**src/t1_rx_status_defs.svh**
```systemverilog
`ifndef T1_RX_STATUS_DEFS_SVH
`define T1_RX_STATUS_DEFS_SVH

// register offsets on the 8-bit host port
`define ADDR_ALARM_LIVE        4'h0
`define ADDR_ALARM_EDGE_LATCH  4'h1
`define ADDR_ALARM_EDGE_MASK   4'h2
`define ADDR_ERROR_EVENT_LATCH 4'h3
`define ADDR_LOOP_CODE_LIVE    4'h4
`define ADDR_LOOP_CODE_LATCH   4'h5
`define ADDR_LOOP_CODE_MASK    4'h6
`define ADDR_IRQ_SUMMARY       4'h7

// reset values
`define RESET_BYTE             8'h00

// error event bit positions
`define ERR_FRAMING_BIT        0
`define ERR_B8ZS_CODEWORD      1
`define ERR_SEVERE_FRAMING     2
`define ERR_SIXTEEN_ZERO       3
`define ERR_EIGHT_ZERO         4
`define ERR_ALIGN_CHANGED      5
`define ERR_PULSE_DENSITY      7

// summary bit positions
`define SUM_ALARM              0
`define SUM_ERROR              1
`define SUM_LOOP               2

// line timing
`define REF_CLK_PERIOD_NS      40
`define CHANNEL_TIME_NS        5181
`define RX_CLOCK_LOST_NOW_CYCLES            ((`CHANNEL_TIME_NS + `REF_CLK_PERIOD_NS - 1) / `REF_CLK_PERIOD_NS)
`define LOS_ZERO_COUNT         192
`define ZERO_RUN_SHORT         8
`define ZERO_RUN_LONG          16
`define SEVERE_FRAMING_ERROR_WINDOW            6
`define SEVERE_FRAMING_ERROR_MIN_ERRORS        2
`define PD_WINDOW_BITS         192
`define PD_MIN_ONES            24
`define AIS_WINDOW_BITS        2048
`define AIS_MAX_ZEROS          8

`endif

```
**src/t1_rx_status_pkg.sv**
```systemverilog
package t1_rx_status_pkg;

  // the four line alarms, bit 3 down to bit 0
  typedef struct packed {
    logic yellow_alarm;
    logic blue_alarm;
    logic loss_of_signal;
    logic loss_of_frame;
  } alarm_s;

  // the loop-code conditions, bit 3 down to bit 0
  typedef struct packed {
    logic rx_clock_lost;
    logic spare_code;
    logic loopdown_code;
    logic loopup_code;
  } loop_s;

  typedef logic [7:0] byte_t;

endpackage

```
**src/t1_rx_status_interrupt.sv**
```systemverilog
`include "t1_rx_status_defs.svh"
module t1_rx_status_interrupt
  import t1_rx_status_pkg::*;
#(
  parameter int AIS_WINDOW = `AIS_WINDOW_BITS,
  parameter int AIS_ZEROS  = `AIS_MAX_ZEROS
) (
  input  wire logic       i_ref_clk,
  input  wire logic       i_rst,
  input  wire logic       i_cs_n,
  input  wire logic       i_rd_n,
  input  wire logic       i_wr_n,
  input  wire logic [3:0] i_addr,
  input  wire logic [7:0] i_wdata,
  output logic      [7:0] o_rdata,
  output logic            o_int_n,
  input  wire logic       i_rx_clk,
  input  wire logic       i_rx_positive_rail,
  input  wire logic       i_rx_negative_rail,
  input  wire logic       i_frame_synced,
  input  wire logic       i_remote_alarm,
  input  wire logic       i_fbit_strobe,
  input  wire logic       i_fbit_error,
  input  wire logic       i_resync_done,
  input  wire logic       i_alignment_changed,
  input  wire logic       i_loopup_match,
  input  wire logic       i_loopdown_match,
  input  wire logic       i_spare_match
);
  localparam logic [7:0] LOS_LIMIT = 8'(`LOS_ZERO_COUNT);
  localparam logic [7:0] RUN_SHORT = 8'(`ZERO_RUN_SHORT - 1);
  localparam logic [7:0] RUN_LONG  = 8'(`ZERO_RUN_LONG - 1);
  localparam logic [7:0] PD_LAST   = 8'(`PD_WINDOW_BITS - 1);
  localparam logic [7:0] PD_ONES   = 8'(`PD_MIN_ONES);
  localparam logic [7:0] RX_CLOCK_LOST_NOW_MAX  = 8'(`RX_CLOCK_LOST_NOW_CYCLES);
  localparam logic [2:0] SEVERE_FRAMING_ERROR_MIN  = 3'(`SEVERE_FRAMING_ERROR_MIN_ERRORS);
  localparam logic [11:0] AIS_LAST = 12'(AIS_WINDOW - 1);
  localparam logic [11:0] AIS_LIM  = 12'(AIS_ZEROS);
  // host port strobes
  logic   rd_act;
  logic   wr_act;
  logic   wr_edge_latch;
  logic   wr_error_latch;
  logic   wr_loop_latch;
  byte_t  clr_bits;
  // line side
  logic   rx_clk_prev;
  logic   bit_tick;
  logic   pulse_now;
  logic   pol_now;
  logic   zero_now;
  logic [7:0] zero_run;
  logic   los_state;
  logic [6:0] hist_pulse;
  logic [6:0] hist_pol;
  logic   old_pol;
  logic [7:0] win_pulse;
  logic [7:0] win_pol;
  logic   b8zs_hit;
  logic [7:0] pd_count;
  logic [7:0] pd_ones;
  logic   pd_hit;
  logic [11:0] ais_count;
  logic [11:0] ais_zeros;
  logic   ais_state;
  logic [`SEVERE_FRAMING_ERROR_WINDOW-2:0] fbit_hist;
  logic [2:0] fbit_errs;
  logic [7:0] idle_count;
  // status
  alarm_s alarm_live;
  alarm_s alarm_prev;
  loop_s  loop_live;
  loop_s  loop_prev;
  byte_t  edge_set;
  byte_t  error_set;
  byte_t  loop_set;
  byte_t  rx_alarm_edge_latch;
  byte_t  rx_alarm_edge_mask;
  byte_t  rx_error_event_latch;
  byte_t  rx_loop_code_latch;
  byte_t  rx_loop_code_mask;
  byte_t  rx_irq_summary;
  byte_t  next_rdata;
  // host strobes; a held write strobe just repeats an idempotent clear
  assign rd_act         = ~i_cs_n & ~i_rd_n;
  assign wr_act         = ~i_cs_n & ~i_wr_n;
  assign wr_edge_latch  = wr_act && (i_addr == `ADDR_ALARM_EDGE_LATCH);
  assign wr_error_latch = wr_act && (i_addr == `ADDR_ERROR_EVENT_LATCH);
  assign wr_loop_latch  = wr_act && (i_addr == `ADDR_LOOP_CODE_LATCH);
  assign clr_bits       = i_wdata;  // zero bits leave their latch alone

  // receive clock is taken as synchronous: one bit per rising edge
  always_ff @(posedge i_ref_clk or posedge i_rst) begin
    if (i_rst) begin
      rx_clk_prev <= 1'b0;
    end else begin
      rx_clk_prev <= i_rx_clk;
    end
  end

  assign bit_tick  = i_rx_clk & ~rx_clk_prev;
  assign pulse_now = i_rx_positive_rail | i_rx_negative_rail;
  assign pol_now   = i_rx_positive_rail;
  assign zero_now  = ~pulse_now;
  // idle counter for the receive clock; saturates so it never wraps back
  always_ff @(posedge i_ref_clk or posedge i_rst) begin
    if (i_rst) begin
      idle_count <= 8'h00;
    end else if (i_rx_clk != rx_clk_prev) begin
      idle_count <= 8'h00;
    end else if (idle_count != RX_CLOCK_LOST_NOW_MAX) begin
      idle_count <= idle_count + 8'h01;
    end
  end

  // zero-run length, saturating above the loss-of-signal limit
  always_ff @(posedge i_ref_clk or posedge i_rst) begin
    if (i_rst) begin
      zero_run <= 8'h00;
    end else if (bit_tick) begin
      if (pulse_now) begin
        zero_run <= 8'h00;
      end else if (zero_run != 8'hFF) begin
        zero_run <= zero_run + 8'h01;
      end
    end
  end

  // loss of signal: set on the 192nd zero, cleared by the next pulse
  always_ff @(posedge i_ref_clk or posedge i_rst) begin
    if (i_rst) begin
      los_state <= 1'b0;
    end else if (bit_tick) begin
      if (pulse_now) begin
        los_state <= 1'b0;
      end else if (zero_run == LOS_LIMIT - 8'h01) begin
        los_state <= 1'b1;
      end
    end
  end

  // symbol history for the B8ZS search; old_pol is the last pulse before it
  always_ff @(posedge i_ref_clk or posedge i_rst) begin
    if (i_rst) begin
      hist_pulse <= 7'h00;
      hist_pol   <= 7'h00;
      old_pol    <= 1'b0;
    end else if (bit_tick) begin
      hist_pulse <= {hist_pulse[5:0], pulse_now};
      hist_pol   <= {hist_pol[5:0], pol_now};
      if (hist_pulse[6]) begin
        old_pol <= hist_pol[6];
      end
    end
  end

  // codeword 000VB0VB, oldest first; decoding mode plays no part
  assign win_pulse = {hist_pulse, pulse_now};
  assign win_pol   = {hist_pol, pol_now};
  assign b8zs_hit  = bit_tick
                  && (win_pulse == 8'b0001_1011)
                  && (win_pol[4] == old_pol)
                  && (win_pol[3] != win_pol[4])
                  && (win_pol[1] == win_pol[3])
                  && (win_pol[0] != win_pol[1]);

  // pulse density: too few ones in each block of bits
  always_ff @(posedge i_ref_clk or posedge i_rst) begin
    if (i_rst) begin
      pd_count <= 8'h00;
      pd_ones  <= 8'h00;
    end else if (bit_tick) begin
      if (pd_count == PD_LAST) begin
        pd_count <= 8'h00;
        pd_ones  <= 8'h00;
      end else begin
        pd_count <= pd_count + 8'h01;
        if (pulse_now && pd_ones != 8'hFF) begin
          pd_ones <= pd_ones + 8'h01;
        end
      end
    end
  end

  // block check plus the over-fifteen-zeros limit; block test ignores last bit
  assign pd_hit = bit_tick
               && (((pd_count == PD_LAST) && (pd_ones < PD_ONES))
                || (zero_now && (zero_run == RUN_LONG)));

  // blue alarm: few zeros per window and no frame found, so framed
  // all-ones (which the framer locks to) never raises it
  always_ff @(posedge i_ref_clk or posedge i_rst) begin
    if (i_rst) begin
      ais_count <= 12'h000;
      ais_zeros <= 12'h000;
      ais_state <= 1'b0;
    end else if (bit_tick) begin
      if (ais_count == AIS_LAST) begin
        ais_count <= 12'h000;
        ais_zeros <= 12'h000;
        ais_state <= (ais_zeros <= AIS_LIM) && !i_frame_synced;
      end else begin
        ais_count <= ais_count + 12'h001;
        if (zero_now && ais_zeros != 12'hFFF) begin
          ais_zeros <= ais_zeros + 12'h001;
        end
      end
    end
  end
  // framing-bit error history over the last six framing bits
  always_ff @(posedge i_ref_clk or posedge i_rst) begin
    if (i_rst) begin
      fbit_hist <= '0;
    end else if (i_fbit_strobe) begin
      fbit_hist <= {fbit_hist[`SEVERE_FRAMING_ERROR_WINDOW-3:0], i_fbit_error};
    end
  end
  always_comb begin
    fbit_errs = {2'b00, i_fbit_error};
    for (int k = 0; k < `SEVERE_FRAMING_ERROR_WINDOW - 1; k++) begin
      fbit_errs = fbit_errs + {2'b00, fbit_hist[k]};
    end
  end

  // present conditions, registered so a read sees a settled value
  always_ff @(posedge i_ref_clk or posedge i_rst) begin
    if (i_rst) begin
      alarm_live <= '0;
      loop_live  <= '0;
    end else begin
      alarm_live.loss_of_frame  <= ~i_frame_synced;
      alarm_live.loss_of_signal <= los_state;
      alarm_live.blue_alarm     <= ais_state;
      alarm_live.yellow_alarm   <= i_remote_alarm;
      loop_live.loopup_code     <= i_loopup_match;
      loop_live.loopdown_code   <= i_loopdown_match;
      loop_live.spare_code      <= i_spare_match;
      loop_live.rx_clock_lost   <= (idle_count == RX_CLOCK_LOST_NOW_MAX);
    end
  end

  // previous conditions for the edge detectors
  always_ff @(posedge i_ref_clk or posedge i_rst) begin
    if (i_rst) begin
      alarm_prev <= '0;
      loop_prev  <= '0;
    end else begin
      alarm_prev <= alarm_live;
      loop_prev  <= loop_live;
    end
  end

  // only a change of state sets a latch, so a standing alarm cannot re-set it
  assign edge_set = {~alarm_live & alarm_prev, alarm_live & ~alarm_prev};
  assign loop_set = {~loop_live & loop_prev, loop_live & ~loop_prev};
  // error events are single-cycle pulses by construction
  always_comb begin
    error_set                       = 8'h00;
    error_set[`ERR_FRAMING_BIT]     = i_fbit_strobe & i_fbit_error;
    error_set[`ERR_B8ZS_CODEWORD]   = b8zs_hit;
    error_set[`ERR_SEVERE_FRAMING]  = i_fbit_strobe & i_fbit_error
                                    & (fbit_errs >= SEVERE_FRAMING_ERROR_MIN);
    error_set[`ERR_SIXTEEN_ZERO]    = bit_tick & zero_now & (zero_run == RUN_LONG);
    error_set[`ERR_EIGHT_ZERO]      = bit_tick & zero_now & (zero_run == RUN_SHORT);
    error_set[`ERR_ALIGN_CHANGED]   = i_resync_done & i_alignment_changed;
    error_set[`ERR_PULSE_DENSITY]   = pd_hit;
  end

  // alarm edge latch: set beats a simultaneous clear
  always_ff @(posedge i_ref_clk or posedge i_rst) begin
    if (i_rst) begin
      rx_alarm_edge_latch <= `RESET_BYTE;
    end else if (wr_edge_latch) begin
      rx_alarm_edge_latch <= (rx_alarm_edge_latch & ~clr_bits) | edge_set;
    end else begin
      rx_alarm_edge_latch <= rx_alarm_edge_latch | edge_set;
    end
  end

  // error event latch, same write-one-to-clear scheme
  always_ff @(posedge i_ref_clk or posedge i_rst) begin
    if (i_rst) begin
      rx_error_event_latch <= `RESET_BYTE;
    end else if (wr_error_latch) begin
      rx_error_event_latch <= (rx_error_event_latch & ~clr_bits) | error_set;
    end else begin
      rx_error_event_latch <= rx_error_event_latch | error_set;
    end
  end

  // loop-code latch
  always_ff @(posedge i_ref_clk or posedge i_rst) begin
    if (i_rst) begin
      rx_loop_code_latch <= `RESET_BYTE;
    end else if (wr_loop_latch) begin
      rx_loop_code_latch <= (rx_loop_code_latch & ~clr_bits) | loop_set;
    end else begin
      rx_loop_code_latch <= rx_loop_code_latch | loop_set;
    end
  end

  // mask registers, all masked after reset
  always_ff @(posedge i_ref_clk or posedge i_rst) begin
    if (i_rst) begin
      rx_alarm_edge_mask <= `RESET_BYTE;
      rx_loop_code_mask  <= `RESET_BYTE;
    end else if (wr_act) begin
      if (i_addr == `ADDR_ALARM_EDGE_MASK) begin
        rx_alarm_edge_mask <= i_wdata;
      end else if (i_addr == `ADDR_LOOP_CODE_MASK) begin
        rx_loop_code_mask <= i_wdata;
      end
    end
  end

  // summary; the error latch has no mask and never counts
  always_comb begin
    rx_irq_summary                = 8'h00;
    rx_irq_summary[`SUM_ALARM]    = |(rx_alarm_edge_latch & rx_alarm_edge_mask);
    rx_irq_summary[`SUM_ERROR]    = 1'b0;
    rx_irq_summary[`SUM_LOOP]     = |(rx_loop_code_latch & rx_loop_code_mask);
  end

  // interrupt follows the latches, not the alarms, so it drops on clear
  always_ff @(posedge i_ref_clk or posedge i_rst) begin
    if (i_rst) begin
      o_int_n <= 1'b1;
    end else begin
      o_int_n <= ~(|rx_irq_summary);
    end
  end

  // read mux; nothing here touches a latch
  always_comb begin
    next_rdata = 8'h00;
    if (i_addr == `ADDR_ALARM_LIVE) begin
      next_rdata = {4'h0, alarm_live};
    end else if (i_addr == `ADDR_ALARM_EDGE_LATCH) begin
      next_rdata = rx_alarm_edge_latch;
    end else if (i_addr == `ADDR_ALARM_EDGE_MASK) begin
      next_rdata = rx_alarm_edge_mask;
    end else if (i_addr == `ADDR_ERROR_EVENT_LATCH) begin
      next_rdata = rx_error_event_latch;
    end else if (i_addr == `ADDR_LOOP_CODE_LIVE) begin
      next_rdata = {4'h0, loop_live};
    end else if (i_addr == `ADDR_LOOP_CODE_LATCH) begin
      next_rdata = rx_loop_code_latch;
    end else if (i_addr == `ADDR_LOOP_CODE_MASK) begin
      next_rdata = rx_loop_code_mask;
    end else if (i_addr == `ADDR_IRQ_SUMMARY) begin
      next_rdata = rx_irq_summary;
    end
  end

  logic rd_prev;
  // capture at the start of a read and hold, so the byte stays stable
  // even if a condition changes while the strobe is low
  always_ff @(posedge i_ref_clk or posedge i_rst) begin
    if (i_rst) begin
      rd_prev <= 1'b0;
      o_rdata <= 8'h00;
    end else begin
      rd_prev <= rd_act;
      if (rd_act && !rd_prev) begin
        o_rdata <= next_rdata;
      end
    end
  end
endmodule

```
**config.mk**
```make
export PLATFORM = sky130hd
export DESIGN_NAME = t1_rx_status_interrupt
export DESIGN_NICKNAME = d
export VERILOG_FILES = /design/src/t1_rx_status_pkg.sv /design/src/t1_rx_status_interrupt.sv
export VERILOG_INCLUDE_DIRS = /design/src /design/src/src
export SDC_FILE = /design/constraint.sdc
export NUM_CORES = 1
export LEC_CHECK = 0
export BUFFER_PORTS_ARGS = -buffer_cell sky130_fd_sc_hd__buf_4
export CELL_PAD_IN_SITES_DETAIL_PLACEMENT = 1
export CELL_PAD_IN_SITES_GLOBAL_PLACEMENT = 1
export CORE_MARGIN = 1.5
export CORE_UTILIZATION = 52
export DETAILED_ROUTE_END_ITERATION = 12
export PLACE_DENSITY_LB_ADDON = 0.1
export SLEW_MARGIN = 20
export SYNTH_ARGS = -nofsm -noshare
export SYNTH_HDL_FRONTEND = slang
export SYNTH_SLANG_ARGS = --single-unit
```
**constraint.sdc**
```tcl
create_clock -name i_ref_clk -period 11.2 [get_ports i_ref_clk]
set_input_delay 2.24 -clock i_ref_clk [delete_from_list [all_inputs] [get_ports i_ref_clk]]
set_output_delay 2.24 -clock i_ref_clk [all_outputs]
set_load 0.02 [all_outputs]
```
==> Word level (Yosys, flattened, before mapping) <==
Cells that the tools add are included.
{ "totals": {"elab_cells": 170, "out_inout_bits": 9, "in_bits": 29, "register_bits": 145} }
{ "classes": {"n_reduce_logical": 35, "mux": 23, "n_lt_le_gt_ge": 3, "n_eq_ne": 23, "add_sub_neg": 11, "bitwise": 38} }
{ "ops": {"columns": ["operator", "count"], "rows": [
  ["$mux 8", 17],
  ["$or 8x8->8", 6],
  ["$and 8x8->8", 5],
  ["$mux 12", 3],
  ["$add 8x1->8 const B", 4],
  ["$add 12x1->12 const B", 2],
  ["$eq 8x8->1 const B", 3],
  ["$ne 8x8->1 const B", 3],
  ["$and 4x4->4", 4],
  ["$eq 4x3->1 const B", 4],
  ["$not 4->4", 4],
  ["$reduce_or 16->1", 1],
  ["$reduce_or 8->1", 2],
  ["$logic_and 1x1->1", 15],
  ["$reduce_and 2->1", 7],
  ["$eq 12x11->1 const B", 1],
  ["$le 12x4->1 const B", 1],
  ["$ne 12x12->1 const B", 1],
  ["$reduce_bool 2->1", 5],
  ["$add 3x1->3", 3],
  ["$and 1x1->1", 9],
  ["$eq 4x2->1 const B", 2],
  ["$eq 8x3->1 const B", 1],
  ["$eq 8x4->1 const B", 1],
  ["17 further kinds", 29]
]} }

==> Logic depth before layout (Yosys ltp) <==
{ "depth": {"depth_word": 10, "mapped_depth": 9, "mapped_depth_nobuf": 7} }

==> Worst setup path before layout <==
No wires, ideal clock.
{ "synth_timing": {"path_type": "in2reg", "start": "input i_fbit_error", "end": "register rx_error_event_latch[2]", "t_required_ns": 11.078, "path_buffers": 0, "stages": 7, "setup_ns": 0.122, "t_arrival_ns": 4.110, "slack_ns": 6.969, "path_cell_list": "fa_1 -> inv_1 -> fa_1 -> nand2b_1 -> fa_1 -> nand2_1 -> a32o_1"} }
{ "synth_between": {"elab_chain_len": 9, "elab_cells_between_ends": 11, "classes_between": "add/sub: 5; order compare: 1; mux: 1; bitwise: 4"} }
{ "synth_rtl": {"columns": ["element", "line_no", "source"], "rows": [
  ["start: declaration", "t1_rx_status_interrupt.sv:23", "input wire logic i_fbit_error,"],
  ["$add 1x1->2", "t1_rx_status_interrupt.sv:221", "fbit_errs = fbit_errs + {2'b00, fbit_hist[k]};"],
  ["$add 2x1->3", "t1_rx_status_interrupt.sv:221", null],
  ["$add 3x1->3 (3 in a row)", "t1_rx_status_interrupt.sv:221", null],
  ["$ge 3x2->1", "t1_rx_status_interrupt.sv:262", "& (fbit_errs >= SEVERE_FRAMING_ERROR_MIN);"],
  ["$and 1x1->1 *", "t1_rx_status_interrupt.sv:262", null],
  ["$or 8x8->8 (on tied branches)", "t1_rx_status_interrupt.sv:287, t1_rx_status_interrupt.sv:285", null],
  ["$mux 8 *", "t1_rx_status_interrupt.sv:284", "end else if (wr_error_latch) begin"],
  ["end signal: assignment", "t1_rx_status_interrupt.sv:283", "rx_error_event_latch <= `RESET_BYTE;"],
  ["end signal: assignment", "t1_rx_status_interrupt.sv:285", "rx_error_event_latch <= (rx_error_event_latch & ~clr_bits) | error_set;"],
  ["end signal: assignment", "t1_rx_status_interrupt.sv:287", "rx_error_event_latch <= rx_error_event_latch | error_set;"],
  ["end: declaration", "t1_rx_status_interrupt.sv:79", "byte_t rx_error_event_latch;"]
]} }
Mark *: on every way between the ends. The rest lies on a longest branch, timed or not.
A chain may end at the register's enable or synchronous reset.

==> Worst setup path in the final report <==
Ends and elaborated chain as after synthesis.

==> results.txt <==
----------------------------------------------------
[Drt]
  Sum of met3 wire segment lengths after detailed routing ... 539 um
  Number of routed nets with antenna violations ... 0
  Total detailed-routing wirelength ... 17.3 mm
  Number of vias in the routed layout ... 5148
  Drc violations ... 0
  DR WL/cell ... 20.0 um
  Total length of routed met2 wires ... 9.17 mm
  Uppermost routed layer ... met4
  Drt first-iter violations ... 329
  Met1 wire length ... 7.27 mm
  Pre-antenna DRT Iters ... 4
  Vias per Instance ... 5.96

[Cells and area]
  Fraction of final layout cells with drive strength greater than 1 ... 17.3%
  Number of non-filler instances in the completed layout ... 864
  Total inserted antenna cells ... 0
  Area growth from synthesis to final layout ... 14.7%
  Share of the core filled with cells in the final layout ... 61.5%
  Top library cells by usage in the layout, fill and taps aside ... 144 x sky130_fd_sc_hd__dfrtp_1, 80 x sky130_fd_sc_hd__nand2_1, 43 x sky130_fd_sc_hd__nor2_1
  Most common library cell in the layout ignoring fill and taps ... sky130_fd_sc_hd__dfrtp_1
  Post-route cell area ... 0.00780 sq mm
  Nets@finish ... 720

[Global route]
  Number of global-route vias before repair ... 5638
  Antenna violations before repair ... 0
  Grt ovf ... 0
  All-Layer GR Usage ... 26.9%
  Wire length of the first global-routing pass ... 29.2 mm
  Maximum number of pins on one net before global-route repair ... 92

[Timing]
  Transition at the pin with the smallest max-transition slack ... 0.994 ns
  Max Freq ... 243 MHz
  Number of pins with negative max-slew slack in the final report ... 0
  Setup skew after layout ... 0.00887 ns
  Total of endpoints with negative setup slack in the final report ... 0
  RSZ-0062 raised after global routing ... no
  Final Hold Fails ... 0
  Slew HR ... 33.6%
  Post-route setup TNS ... 0 ns
  Period utilization ... 36.7%
  Time the final worst path needs with I/O delays and setup ... 4.11 ns

[CTS]
  # Post-CTS Setup Buffers ... 0
  Reg clk slew, reported paths ... 0.07 ns
  Clk Tree Root Cell ... sky130_fd_sc_hd__clkbuf_16
  Number of instances resized during post-cts repair ... 0
  Maximum number of buffers from clock root to sink ... 2
  Insertion delay of the later-clocked pin in the worst-skew pair ... 0.42 ns
  Hold-fix buffers, CTS ... 0
  TritonCTS Buffers ... 17
  Number of clock sinks seen by CTS ... 145
  Clock tree from TritonCTS ... done
  Clock H-tree levels ... 4

[Yosys]
  Total nets after synthesis ... 684
  Yosys cell types ... 61
  Mapped cell area ... 0.00680 sq mm
  Count of warnings emitted by yosys ... 0
  Post-synth EDFFs ... 0
  Number of synthesized register bits ... 145
  Synth Instances ... 643
  Share of synthesized area occupied by flip-flops and latches ... 53.4%
  Most common flop cell mapped by yosys ... sky130_fd_sc_hd__dfrtp_1
  Share of async-settable or async-resettable flops after synthesis ... 100%
  Post-Synthesis Mean Instance Area ... 10.6 sq um

[Floorplan]
  Floorplan die height ... 117 um
  Number of ports placed on the die boundary ... 38
  Floorplan die area ... 0.0138 sq mm
  Starting Density ... 53.7%
  Die Width ... 117 um
  Core region area ... 0.0127 sq mm
  Number of standard-cell rows in the floorplan ... 41

[Placement]
  IO buf count ... 37
  Number of cells in the design after placement ... 832
  Routability Congestion ... 0.824
  HPWL after detailed placement ... 11.6 mm
  Dpl cell area ... 0.00722 sq mm

[Worst setup path]
  Highest fanout seen on the critical path ... 4
  Type of element capturing the critical path ... flip-flop
  Data arrival, critical path ... 4.42 ns
  Critical path class ... primary input to flip-flop
  CP Data Required Time ... 11.52 ns
  Startpoint Class ... primary input

[Power]
  Proportion of total power due to net switching ... 29.6%
  Total power draw ... 0.00143 W
  Part of the total power dissipated in combinational logic ... 14.1%
  Largest voltage drop on the vdd net ... 0.144 mV
  Register share of total power ... 47.0%
  Cell internal power dissipation ... 0.00101 W
  Clk network pwr share ... 38.9%
  Power per Cell Area ... 183 mW/mm^2
  Reported leakage power ... 3.41 nW
  Sw power ... 0.000423 W

[Status]
  Outcome ... completed

[Hold path]
  HP Class ... flip-flop to flip-flop

[Job]
  Number of violations of the max-capacitance limit ... 0

----------------------------------------------------
cell usage after synthesis (4+ instances only):
master	instances	area, sq um
sky130_fd_sc_hd__dfrtp_1	144	3600
sky130_fd_sc_hd__nand2_1	80	300
sky130_fd_sc_hd__nor2_1	43	161
sky130_fd_sc_hd__mux2_2	34	383
sky130_fd_sc_hd__inv_1	31	116
sky130_fd_sc_hd__nand3_1	28	140
sky130_fd_sc_hd__o21ai_0	27	135
sky130_fd_sc_hd__a21oi_1	26	130
sky130_fd_sc_hd__xnor2_1	22	193
sky130_fd_sc_hd__a22o_1	13	114
sky130_fd_sc_hd__nand4_1	12	75.1
sky130_fd_sc_hd__nor3_1	12	60.1
sky130_fd_sc_hd__clkbuf_1	11	41.3
sky130_fd_sc_hd__buf_2	10	50.1
sky130_fd_sc_hd__or3_1	10	62.6
sky130_fd_sc_hd__a22oi_1	9	67.6
sky130_fd_sc_hd__and2_1	9	56.3
sky130_fd_sc_hd__ha_1	9	113
sky130_fd_sc_hd__xor2_1	9	78.8
sky130_fd_sc_hd__nor4_1	8	50.1
sky130_fd_sc_hd__nor2b_1	7	43.8
sky130_fd_sc_hd__o2bb2ai_1	7	61.3
sky130_fd_sc_hd__a31oi_1	6	37.5
sky130_fd_sc_hd__mux2i_1	5	50.1
sky130_fd_sc_hd__nand2b_1	5	31.3
sky130_fd_sc_hd__nand3b_1	5	37.5
sky130_fd_sc_hd__and3_1	4	25.0
sky130_fd_sc_hd__o211ai_1	4	30.0
routing by layer:
| layer | vias to the layer above | GRT usage, % |
|---|---|---|
| met4 | 0 | 10.9 |
| li1 | 2368 | - |
| met5 | - | 0 |
| met2 | 94 | 47.1 |
| met3 | 23 | 5.50 |
| met1 | 2663 | 32.4 |
sequential cells by signal, summed over array words and instances, names as in the netlist, 5 cells and up:
register              cells
rx_loop_code_mask         8
rx_error_event_latch      8
hist_pol                  7
pd_count                  8
ais_zeros                12
fbit_hist                 5
zero_run                  8
rx_loop_code_latch        8
ais_count                12
o_rdata                   8
rx_alarm_edge_mask        8
pd_ones                   8
hist_pulse                7
idle_count                8
rx_alarm_edge_latch       8
path summary, 6_finish.rpt:
kind	startpoint	end	slack (ns)	cells past startpoint
worst max-delay path	i_fbit_error	rx_error_event_latch[2]	7.09	8
worst min-delay path	los_state	alarm_live[1]	0.39	0
worst max register to register	rx_clk_prev	ais_count[9]	8.59	7
worst min register to register	los_state	alarm_live[1]	0.39	0
max in group asynchronous	i_rst	ais_count[9]	8.03	3
min in group asynchronous	i_rst	pd_ones[2]	1.97	2
power by group through the flow:
| stage | sequential, W | combinational (W) | clock [W] |
|---|---|---|---|
| after CTS | 0.000671 | 0.000205 | 0.000566 |
| after detailed placement | 0.000679 | 0.000200 | 0 |
| after floorplan | 0.000658 | 0.000144 | 0 |
| final | 0.000672 | 0.000202 | 0.000556 |
| after global routing | 0.000682 | 0.000226 | 0.000589 |
| after global placement | 0.000671 | 0.000184 | 0 |
final cells by class:
class	instances	area, sq um
clock buffers	17	425
clock inverters	15	151
multi-input cells	445	2960
inverters	31	121
repair buffers	39	293
flip-flops and latches	145	3630
well taps	172	215
fillers	1383	4870
cells by family after synthesis:
kind of cell / synth area share, %
AOI/OAI and AO/OA: 12.3
adders and majority gates: 2.54
and+or+nand+nor: 18.3
DFF: 53.4
xor gates and xnor gates: 3.99
buffers and inverters: 3.17
muxes: 6.37
metrics by stage:
stage               setup WS [ns]  hold slack, ns
global placement             6.79           0.360
CTS                          7.09           0.387
global route                 6.87           0.393
finish                       7.09           0.388
floorplan                    5.07           0.354
detailed placement           6.68           0.371
worst max-delay path, stage by stage:
cell	delay, ns
sky130_fd_sc_hd__buf_4	0.14
sky130_fd_sc_hd__fa_1	0.58
sky130_fd_sc_hd__inv_1	0.07
sky130_fd_sc_hd__fa_1	0.43
sky130_fd_sc_hd__nand2b_1	0.17
sky130_fd_sc_hd__fa_1	0.49
sky130_fd_sc_hd__nand2_1	0.06
sky130_fd_sc_hd__a32o_1	0.25
(Power assumes the default switching activity.)
